### config.mk
export PLATFORM = sky130hd
export DESIGN_NAME = gpio_port
export DESIGN_NICKNAME = d
export VERILOG_FILES = /design/src/gpio_pkg.sv /design/src/pin_event_if.sv /design/src/gpio_port.sv /design/src/pin_event_detect.sv
export SDC_FILE = /design/constraint.sdc
export NUM_CORES = 1
export LEC_CHECK = 0
export ABC_AREA = 1
export BUFFER_PORTS_ARGS = -buffer_cell sky130_fd_sc_hd__buf_2
export CORE_UTILIZATION = 61
export CTS_CLUSTER_SIZE = 24
export DETAILED_ROUTE_END_ITERATION = 10
export GPL_ROUTABILITY_DRIVEN = 0
export HOLD_SLACK_MARGIN = 0.1
export PLACE_DENSITY_LB_ADDON = 0.15
export SLEW_MARGIN = 40
export SYNTH_ARGS = -nofsm -noshare
export SYNTH_HDL_FRONTEND = slang
export SYNTH_HIERARCHICAL = 1
export SYNTH_SLANG_ARGS = --single-unit
### constraint.sdc
create_clock -name clk_i -period 2.2 [get_ports clk_i]
set_input_delay 0.22 -clock clk_i [delete_from_list [all_inputs] [get_ports clk_i]]
set_output_delay 0.22 -clock clk_i [all_outputs]
set_load 0.01 [all_outputs]
### src/gpio_pkg.sv
// Contract
// - Eight pins; bit n of every 8-bit per-pin field belongs to pin n only.
// - Control word zero bits 23:16 switch each pin's pull-up on or off.
// - Control word zero bits 7:0 enable each pin's output driver.
// - Control word one bits 7:0 give the level driven on enabled pins.
// - Control word one bits 23:16 enable each pin's input sampling.
// - Read-only level word returns registered levels of sampling-enabled pins, zero for the others; reads zero after reset.
// - Trigger word holds a 3-bit selector per pin at bits 3n+2:3n.
// - Condition flags 31:24 follow selector: zero, inverted, direct or change state.
// - Trigger detection acts only after the detect enable bit 0 is set.
// - A selected trigger sets that pin's sticky interrupt flag.
package gpio_pkg;

  localparam int          NUM_PINS       = 8;
  localparam int          ADDR_W         = 20;
  // Register byte addresses
  localparam logic [19:0] ADDR_PULL_DRV  = 20'h40800;
  localparam logic [19:0] ADDR_SAMP_LVL  = 20'h40804;
  localparam logic [19:0] ADDR_IN_LEVEL  = 20'h40808;
  localparam logic [19:0] ADDR_TRIG_WAKE = 20'h4080C;
  localparam logic [19:0] ADDR_IRQ_STAT  = 20'h40810;
  localparam logic [19:0] ADDR_IRQ_MASK  = 20'h40814;
  localparam logic [19:0] ADDR_DET_CTRL  = 20'h40818;
  // Field positions
  localparam int          HI_FIELD_LSB   = 16;
  localparam int          FLAG_FIELD_LSB = 24;
  localparam int          DET_EN_BIT     = 0;
  // Reset values
  localparam logic [7:0]  BYTE_RESET     = 8'h00;
  localparam logic [23:0] TRIG_RESET     = 24'h000000;
  localparam logic [31:0] WORD_ZERO      = 32'h00000000;

  typedef enum logic [2:0] {
    TRIG_OFF    = 3'h0,
    TRIG_RISE   = 3'h1,
    TRIG_FALL   = 3'h2,
    TRIG_CHANGE = 3'h3,
    TRIG_LOW_A  = 3'h4,
    TRIG_HIGH_A = 3'h5,
    TRIG_LOW_B  = 3'h6,
    TRIG_HIGH_B = 3'h7
  } trig_sel_t;

  // Selector of pin n from packed trigger field
  function automatic trig_sel_t sel_of(input logic [23:0] f, input int n);
    sel_of = trig_sel_t'(f[3*n +: 3]);
  endfunction : sel_of

endpackage : gpio_pkg

### src/pin_event_if.sv
`timescale 1ns/1ps
`default_nettype none
// Per-pin event path between detector and core
interface pin_event_if;
  import gpio_pkg::*;
  logic [23:0] trig_sel;
  logic        det_en;
  logic [7:0]  level;
  logic [7:0]  event_hit;
  logic [7:0]  wake_flag;
  modport det  (input trig_sel, det_en, level, output event_hit, wake_flag);
  modport core (output trig_sel, det_en, level, input event_hit, wake_flag);
endinterface : pin_event_if
`default_nettype wire

### src/gpio_port.sv
`timescale 1ns/1ps
`default_nettype none
module gpio_port
  import gpio_pkg::*;
(
  // Clock and reset
  input  wire logic        clk_i,
  input  wire logic        rst_n_i,
  // Register port
  input  wire logic [19:0] addr_i,
  input  wire logic [31:0] wdata_i,
  input  wire logic        wr_i,
  input  wire logic        rd_i,
  output var  logic [31:0] rdata_o,
  // Pins
  input  wire logic [7:0]  pin_i,
  output var  logic [7:0]  pin_o,
  output var  logic [7:0]  pin_oe_o,
  output var  logic [7:0]  pin_pullup_o,
  // Interrupt
  output var  logic        irq_o
);

  logic [7:0]  pin_pullup_enable_reg;
  logic [7:0]  pin_drive_enable_reg;
  logic [7:0]  pin_drive_level_reg;
  logic [7:0]  pin_sample_enable_reg;
  logic [7:0]  pin_sampled_level_reg;
  logic [23:0] pin_trigger_select_reg;
  logic        trigger_detect_enable_reg;
  logic [7:0]  port_pin_irq_flags_reg;
  logic [7:0]  irq_mask_reg;
  logic [31:0] rdata_next;
  logic        stat_rd;

  pin_event_if ev ();

  pin_event_detect u_detect (
    .clk_i   (clk_i),
    .rst_n_i (rst_n_i),
    .ev      (ev.det)
  );

  // Feed the detector
  assign ev.trig_sel = pin_trigger_select_reg;
  assign ev.det_en   = trigger_detect_enable_reg;
  assign ev.level    = pin_sampled_level_reg;
  assign stat_rd     = rd_i && (addr_i == ADDR_IRQ_STAT);

  // Pull-up and drive enables
  always_ff @(posedge clk_i or negedge rst_n_i) begin
    if (!rst_n_i) begin
      pin_pullup_enable_reg <= BYTE_RESET;
      pin_drive_enable_reg  <= BYTE_RESET;
    end else if (wr_i && addr_i == ADDR_PULL_DRV) begin
      pin_pullup_enable_reg <= wdata_i[HI_FIELD_LSB +: 8];
      pin_drive_enable_reg  <= wdata_i[7:0];
    end
  end

  // Sample enables and drive levels
  always_ff @(posedge clk_i or negedge rst_n_i) begin
    if (!rst_n_i) begin
      pin_sample_enable_reg <= BYTE_RESET;
      pin_drive_level_reg   <= BYTE_RESET;
    end else if (wr_i && addr_i == ADDR_SAMP_LVL) begin
      pin_sample_enable_reg <= wdata_i[HI_FIELD_LSB +: 8];
      pin_drive_level_reg   <= wdata_i[7:0];
    end
  end

  // Trigger selectors
  always_ff @(posedge clk_i or negedge rst_n_i) begin
    if (!rst_n_i) begin
      pin_trigger_select_reg <= TRIG_RESET;
    end else if (wr_i && addr_i == ADDR_TRIG_WAKE) begin
      pin_trigger_select_reg <= wdata_i[23:0];
    end
  end

  // Detect enable and interrupt mask
  always_ff @(posedge clk_i or negedge rst_n_i) begin
    if (!rst_n_i) begin
      trigger_detect_enable_reg <= 1'b0;
      irq_mask_reg              <= BYTE_RESET;
    end else if (wr_i) begin
      if (addr_i == ADDR_DET_CTRL) begin
        trigger_detect_enable_reg <= wdata_i[DET_EN_BIT];
      end
      if (addr_i == ADDR_IRQ_MASK) begin
        irq_mask_reg <= wdata_i[7:0];
      end
    end
  end

  // Input sampling, gated per pin
  always_ff @(posedge clk_i or negedge rst_n_i) begin
    if (!rst_n_i) begin
      pin_sampled_level_reg <= BYTE_RESET;
    end else begin
      pin_sampled_level_reg <= pin_i & pin_sample_enable_reg;
    end
  end

  // Sticky flags, set wins over read clear
  always_ff @(posedge clk_i or negedge rst_n_i) begin
    if (!rst_n_i) begin
      port_pin_irq_flags_reg <= BYTE_RESET;
    end else begin
      port_pin_irq_flags_reg <= (stat_rd ? 8'h00 : port_pin_irq_flags_reg)
                                | ev.event_hit;
    end
  end

  // Pin drivers from registers
  always_ff @(posedge clk_i or negedge rst_n_i) begin
    if (!rst_n_i) begin
      pin_o        <= BYTE_RESET;
      pin_oe_o     <= BYTE_RESET;
      pin_pullup_o <= BYTE_RESET;
    end else begin
      pin_o        <= pin_drive_level_reg;
      pin_oe_o     <= pin_drive_enable_reg;
      pin_pullup_o <= pin_pullup_enable_reg;
    end
  end

  // Interrupt level output
  always_ff @(posedge clk_i or negedge rst_n_i) begin
    if (!rst_n_i) begin
      irq_o <= 1'b0;
    end else begin
      irq_o <= |(port_pin_irq_flags_reg & irq_mask_reg);
    end
  end

  // Read mux
  always_comb begin
    rdata_next = WORD_ZERO;
    case (addr_i)
      ADDR_PULL_DRV: begin
        rdata_next = {8'h00, pin_pullup_enable_reg, 8'h00, pin_drive_enable_reg};
      end
      ADDR_SAMP_LVL: begin
        rdata_next = {8'h00, pin_sample_enable_reg, 8'h00, pin_drive_level_reg};
      end
      ADDR_IN_LEVEL: begin
        rdata_next = {24'h000000, pin_sampled_level_reg};
      end
      ADDR_TRIG_WAKE: begin
        rdata_next = {ev.wake_flag, pin_trigger_select_reg};
      end
      ADDR_IRQ_STAT: begin
        rdata_next = {24'h000000, port_pin_irq_flags_reg};
      end
      ADDR_IRQ_MASK: begin
        rdata_next = {24'h000000, irq_mask_reg};
      end
      ADDR_DET_CTRL: begin
        rdata_next = {31'h00000000, trigger_detect_enable_reg};
      end
      default: begin
        rdata_next = WORD_ZERO;
      end
    endcase
  end

  // Read data one cycle after strobe, zero otherwise
  always_ff @(posedge clk_i or negedge rst_n_i) begin
    if (!rst_n_i) begin
      rdata_o <= WORD_ZERO;
    end else begin
      rdata_o <= rd_i ? rdata_next : WORD_ZERO;
    end
  end

endmodule : gpio_port
`default_nettype wire

### src/pin_event_detect.sv
`timescale 1ns/1ps
`default_nettype none
module pin_event_detect
  import gpio_pkg::*;
(
  // Clock and reset
  input  wire logic clk_i,
  input  wire logic rst_n_i,
  // Event path
  pin_event_if.det  ev
);

  logic [7:0] prev_reg;
  logic [7:0] change_reg;

  // Previous level for edge detection
  always_ff @(posedge clk_i or negedge rst_n_i) begin
    if (!rst_n_i) begin
      prev_reg <= BYTE_RESET;
    end else begin
      prev_reg <= ev.level;
    end
  end

  // Change-detect state toggles on every level change
  always_ff @(posedge clk_i or negedge rst_n_i) begin
    if (!rst_n_i) begin
      change_reg <= BYTE_RESET;
    end else begin
      change_reg <= change_reg ^ (prev_reg ^ ev.level);
    end
  end

  // Hit and condition flag per pin
  always_comb begin
    ev.event_hit = 8'h00;
    ev.wake_flag = 8'h00;
    for (int n = 0; n < NUM_PINS; n++) begin
      case (sel_of(ev.trig_sel, n))
        TRIG_OFF: begin
          ev.wake_flag[n] = 1'b0;
        end
        TRIG_RISE: begin
          ev.event_hit[n] = ev.level[n] & ~prev_reg[n];
          ev.wake_flag[n] = ~ev.level[n];
        end
        TRIG_FALL: begin
          ev.event_hit[n] = ~ev.level[n] & prev_reg[n];
          ev.wake_flag[n] = ev.level[n];
        end
        TRIG_CHANGE: begin
          ev.event_hit[n] = ev.level[n] ^ prev_reg[n];
          ev.wake_flag[n] = change_reg[n];
        end
        TRIG_LOW_A, TRIG_LOW_B: begin
          ev.event_hit[n] = ~ev.level[n];
          ev.wake_flag[n] = ev.level[n];
        end
        TRIG_HIGH_A, TRIG_HIGH_B: begin
          ev.event_hit[n] = ev.level[n];
          ev.wake_flag[n] = ~ev.level[n];
        end
        default: begin
          ev.event_hit[n] = 1'b0;
        end
      endcase
      ev.event_hit[n] = ev.event_hit[n] & ev.det_en;
    end
  end

endmodule : pin_event_detect
`default_nettype wire

== Yosys cells after proc, flatten, opt, wreduce, memory -nomap -nowiden ==
Cells that the tools add are included.

* Register bits: 154
* Output and inout bits: 57
* Memories kept: 0
* Logic and storage cells: 198
* Memory bits (read-only): 0
* Latch bits: 0
* Bits of input ports: 64
* RAM bits: 0

* Reductions and logical operators: 47
* Equality and inequality tests: 63
* Order comparisons: 0
* Div/mod/pow operators: 0
* Shifts and indexed selects: 0
* Multiply operators: 0
* Add/subtract/negate cells: 0
* Bitwise gates (word level): 53
* Muxes and demuxes: 19

{| class="wikitable"
|+ Operators with widths
! cell !! count
|-
| $pmux W32 S7 || 1
|-
| $eq A20 B19 Y1 const B || 7
|-
| $eq A3 B3 Y1 const B || 32
|-
| $eq A3 B2 Y1 const B || 16
|-
| $reduce_or A3 Y1 || 16
|-
| $pmux W1 S5 || 8
|-
| $mux W32 || 1
|-
| $pmux W1 S4 || 8
|-
| $reduce_or A2 Y1 || 16
|-
| $and A1 B1 Y1 || 24
|-
| $eq A3 B1 Y1 const B || 8
|-
| $logic_not A3 Y1 || 8
|-
| $and A8 B8 Y8 || 2
|-
| $not A1 Y1 || 16
|-
| $xor A8 B8 Y8 || 2
|-
| $mux W8 || 1
|-
| $or A8 B8 Y8 || 1
|-
| $reduce_or A8 Y1 || 1
|-
| $xor A1 B1 Y1 || 8
|-
| $logic_and A1 B1 Y1 || 4
|-
| $reduce_and A2 Y1 || 2
|}

== Longest topological paths before layout ==
* Depth after elaboration: 5
* Depth in mapped cells: 12
* Gate-level depth less buffers: 10

== Modules after synthesis ==
The synthesis kept the hierarchy.

{| class="wikitable"
|+ By module, submodules not included
! module !! seq. area each (µm²) !! cells each !! area an instance (µm²) !! instances
|-
| gpio_port || 3453.3 || 599 || 5708.0 || 1
|-
| pin_event_detect || 400.4 || 199 || 1385.1 || 1
|}

== Least setup slack after synthesis ==
OpenSTA, ideal clock, no wires.

* Path kind: input to register
* Start point: in addr_i[15]
* End point: reg pin_trigger_select_reg[0] (netlist: ev.trig_sel[0])
* Library setup time: 0.123 ns
* Required time: 2.077 ns
* Cell stages on the path: 10
* Slack: 0.830 ns
* Path buffers: 2
* Data arrival time: 1.247 ns
* Cell sequence: nor2_1 > nand2_2 > nor2_8 > buf_6 > nand3b_1 > nor2_1 > nand2_1 > clkbuf_1 > nand2_1 > o21ai_1

* Cells in the longest elaborated chain, start to end: 2

{| class="wikitable"
|+ Ends and longest elaborated chain
! element !! RTL line !! text
|-
| start, declared || gpio_port.sv:10 || <nowiki>input wire logic [19:0] addr_i,</nowiki>
|-
| $eq A20 B19 Y1 || gpio_port.sv:76 || <nowiki>end else if (wr_i && addr_i == ADDR_TRIG_WAKE) begin</nowiki>
|-
| $logic_and A1 B1 Y1 || gpio_port.sv:76 ||
|-
| end signal, assigned || gpio_port.sv:77 || <nowiki>pin_trigger_select_reg <= wdata_i[23:0];</nowiki>
|-
| end, declared || gpio_port.sv:29 || <nowiki>logic [23:0] pin_trigger_select_reg;</nowiki>
|}

Every way passes these cells.
A chain may end at the register's enable or synchronous reset.

== Final worst setup path ==
* Start point: reg pin_sampled_level_reg[2] (netlist: ev.level[2])
* End point: reg port_pin_irq_flags_reg[2]

* Cells in the longest elaborated chain, start to end: 5
* Elaborated cells on any way between the ends: 7
* Those cells by class: mux (1); bitwise (6)

{| class="wikitable"
|+ Ends and longest elaborated chain
! element !! RTL line !! text
|-
| start, declared || gpio_port.sv:28 || <nowiki>logic [7:0] pin_sampled_level_reg;</nowiki>
|-
| start signal, assigned || gpio_port.sv:101 || <nowiki>pin_sampled_level_reg <= pin_i & pin_sample_enable_reg;</nowiki>
|-
| $not A1 Y1 || pin_event_detect.sv:48, pin_event_detect.sv:56 ||
|-
| $and A1 B1 Y1 || pin_event_detect.sv:48 || <nowiki>ev.event_hit[n] = ~ev.level[n] & prev_reg[n];</nowiki>
|-
| $pmux W1 S5 (*) || pin_event_detect.sv:39 || <nowiki>case (sel_of(ev.trig_sel, n))</nowiki>
|-
| $and A1 B1 Y1 (*) || pin_event_detect.sv:67 || <nowiki>ev.event_hit[n] = ev.event_hit[n] & ev.det_en;</nowiki>
|-
| named net ev.event_hit[2] || pin_event_if.sv:9 || <nowiki>logic [7:0] event_hit;</nowiki>
|-
| $or A8 B8 Y8 (*) || gpio_port.sv:111 || <nowiki>| ev.event_hit;</nowiki>
|-
| end signal, assigned || gpio_port.sv:110 || <nowiki>port_pin_irq_flags_reg <= (stat_rd ? 8'h00 : port_pin_irq_flags_reg)</nowiki>
|-
| end, declared || gpio_port.sv:31 || <nowiki>logic [7:0] port_pin_irq_flags_reg;</nowiki>
|}

Mark *: on every way through the listed nets, which the timed path passes. The rest lies on a longest branch.

==> results.py <==
metrics = {
    "status": {
        "status": "finished, final reports clean",
    },
    "global_route": {
        "antenna_found_initial": 0,
        "overflow": 0,
        "grt_pass1_vias": 5932,
        "grt_max_degree": 62,
        "grt_use_total": 0.326,
        "grt_pass1_wl_um": 29100,
    },
    "critical_path": {
        "crit_type": "reg -> reg",
        "cp.arrival_ns": 1.93,
        "slowest_stage": "dfrtp_1",
        "critPathTopFamily": "flip-flops",
        "path_max_fanout": 6,
        "crit_buf_inv": 2,
        "path_cells": "inv_1, ha_1, inv_1, nand2_1, nand2_1, nor2_1, nor2_1, o21bai_1",
        "critPathLaunchType": "flop",
        "cp-end-kind": "flop",
        "r2r_slack_ns": 0.58,
        "r2r_cells": 8,
        "cp.depth": 8,
        "required_ns": 2.51,
        "critPathMaxStageDelay_ns": 0.51,
    },
    "die": {
        "start_util": 0.624,
        "core.rowCount": 39,
        "fp.dieArea_mm2": 0.0121,
        "coreArea_mm2": 0.0114,
        "die_h_um": 110,
        "die_width_um": 110,
        "ioPinCount": 121,
    },
    "sta": {
        "rsz0062_at_grt": "no",
        "fin_crit_ns": 1.62,
        "tns_ns": 0,
        "finClkSkew_ns": 0.00716,
        "setup_viol": 0,
        "max_freq_ghz": 0.616,
        "finalHoldViolations": 0,
        "worst_pin_slew_ns": 0.584,
        "slew_violations": 0,
        "max-slew-margin-rel": 0.611,
        "post-route-period-util": 0.738,
    },
    "pwr": {
        "p_per_area_mw_per_mm2": 671,
        "switching_share": 0.217,
        "internal_power_mw": 4.53,
        "vdd_drop_max_mv": 0.892,
        "combPwrFrac": 0.037,
        "seqPwrFrac": 0.489,
        "p_leak_nw": 4.40,
        "pwr-share-clk": 0.474,
        "switching_power_mw": 1.26,
    },
    "finish": {
        "final_common_cell": "nand2_1",
        "nFillCells": 781,
        "final_cells": 1099,
        "area_growth_pct": 21.8,
        "layout_common_cells": "180 x nand2_1, 154 x dfrtp_1, 112 x inv_1",
        "largest_reg_flops": 32,
        "antenna_cells": 0,
        "largest_register": "rdata_o",
        "drive_gt1_frac": 0.204,
        "fin_nets": 1023,
    },
    "clock_network": {
        "cts_root_buf": "clkbuf_16",
        "clock_latency_ns": 0.43,
        "post_cts_buffers": 0,
        "ctsResizeCount": 0,
        "cts_max_level": 4,
        "cts_sinks": 154,
        "clockBufferDepth": 2,
        "cts_tree": "yes",
        "cts_buffers": 17,
        "clk_pin_slew_worst_paths_ns": 0.06,
    },
    "logic_synthesis": {
        "synth_simple_gate_area_frac": 0.259,
        "ys_ff_latch": 154,
        "synth_top_area_share": 0.543,
        "synth_top_area_cell": "dfrtp_1",
        "muxShareOfSynthArea": 0,
        "synth.avg_cell_area_um2": 8.89,
        "synth_compound_area_frac": 0.0764,
        "ys_seq_area_frac": 0.543,
        "synth_top_family_by_area": "simple AND/OR/NAND/NOR gates",
        "syn_inst": 798,
        "ys_warn_count": 6,
        "yosys.cell_types.count": 34,
        "syn_area_mm2": 0.00709,
        "synth_fa_ha_area_frac": 0.0282,
        "synth_area_leaders": "dfrtp_1 54%, nand2_1 9.5%, inv_1 5.9%, o21ai_1 4.1%, nand3_1 3.8%",
        "synth_fp_nets": 878,
        "synth-xor-area-share": 0.00988,
    },
    "worst_hold_path": {
        "hold_depth": 3,
        "holdCritPathClass": "in -> reg",
    },
    "detailed_routing": {
        "wl_um": 18000,
        "ant_nets": 0,
        "drtIter0Drc": 549,
        "routedWlPerCell_um": 16.4,
        "vias_per_cell": 5.55,
        "firstDrtPassIters": 6,
        "via_count": 6103,
        "drc": 0,
    },
    "placed_design": {
        "hpwlAfterDp_um": 11900,
        "dp_cells": 1041,
        "io_buffers": 112,
    },
    "run": {
        "cap_violations": 0,
    },
}
==> worst min-delay path: stages <==
cell and delay [ns]:
buf_2 0.08, inv_1 0.06, o21ai_1 0.13
==> power by group through the flow <==
stage	registers [mW]	logic, mW	clock network (mW)
3_5_place_dp	2.88	0.181	0
6_report	2.83	0.215	2.74
2_1_floorplan	2.89	0.0446	0
4_1_cts	2.83	0.217	2.78
5_1_grt	2.83	0.241	2.91
3_3_place_gp	2.88	0.175	0
==> kinds of logic (layout without fill, tap and decap cells) <==
logic type | count (synthesis) | after routing
flip-flops | 154 | 154
buffers and inverters | 144 | 302
AND/OR/NAND/NOR | 379 | 379
AO/OA/AOI/OAI | 97 | 97
XOR/XNOR | 8 | 8
adder cells (fa/ha/maj) | 16 | 16
==> layer usage <==
metal	up-vias	track usage	share of wire
met2	288	0.526	0.49
met3	33	0.0907	0.078
li1	2844	-	-
met1	2938	0.421	0.41
met5	-	0	0
met4	0	0.119	0.020
==> what timing repair did <==
item / 4_1_cts / 5_1_grt
setup endpoints to repair: 0 / 0
endpoints found under the hold margin: 94 / 0
hold buffers: 26 / 0
==> cells in the mapped netlist <==
master	n
nor2_2	3
nor2_4	17
or2_4	1
o21bai_1	9
nor2_8	2
or2_2	1
buf_6	1
inv_1	112
buf_1	1
nand2_2	4
and3_1	5
a21oi_1	6
nor3_2	1
nand4_1	40
clkbuf_1	5
dfrtp_1	154
nor2_1	64
nand3_1	54
buf_4	2
inv_2	6
nand3b_1	1
or2_1	1
nand2_4	3
ha_1	16
buf_12	1
buf_2	16
o221ai_1	5
xnor2_1	8
o21ai_0	14
a221oi_1	2
nand3_2	2
nand2_1	180
o21ai_1	58
o211ai_1	3
==> final timing paths <==
check | startpoint | to
hold reg to reg | pin_pullup_enable_reg[4]$_DFFE_PN0P_ | pin_pullup_o[4]$_DFF_PN0_
setup reg to reg | ev.level[2]$_DFF_PN0_ | port_pin_irq_flags_reg[2]$_DFF_PN0_
min in group asynchronous | rst_n_i | rdata_o[25]$_DFF_PN0_
max in group asynchronous | rst_n_i | pin_sample_enable_reg[6]$_DFFE_PN0P_
hold / removal | wdata_i[18] | pin_pullup_enable_reg[2]$_DFFE_PN0P_
setup / recovery | ev.level[2]$_DFF_PN0_ | port_pin_irq_flags_reg[2]$_DFF_PN0_
==> cell type report <==
class	count	area (um2)	area share
Sequential cell	154	3850	0.446
Tap cell	143	179	0.0207
Multi-Input combinational cell	500	2650	0.306
Clock inverter	10	93.8	0.0109
Clock buffer	22	464	0.0537
Inverter	118	443	0.0513
Timing Repair Buffer	152	957	0.111
==> stage by stage <==
stage / utilization / worst slack, ns / hold slack [ns] / total power, mW / cell area [um2]
final: 0.760 / 0.575 / 0.106 / 5.79 / 8640
after global routing: 0.760 / 0.472 / 0.118 / 5.98 / 8640
after detailed placement: 0.688 / 0.279 / 0.239 / 3.07 / 7820
after CTS: 0.760 / 0.606 / 0.110 / 5.83 / 8640
after global placement: 0.688 / 0.336 / 0.234 / 3.06 / 7820
after floorplan: - / 0.830 / -0.0756 / 2.93 / 7090
Power figures use the tool's default switching activity.
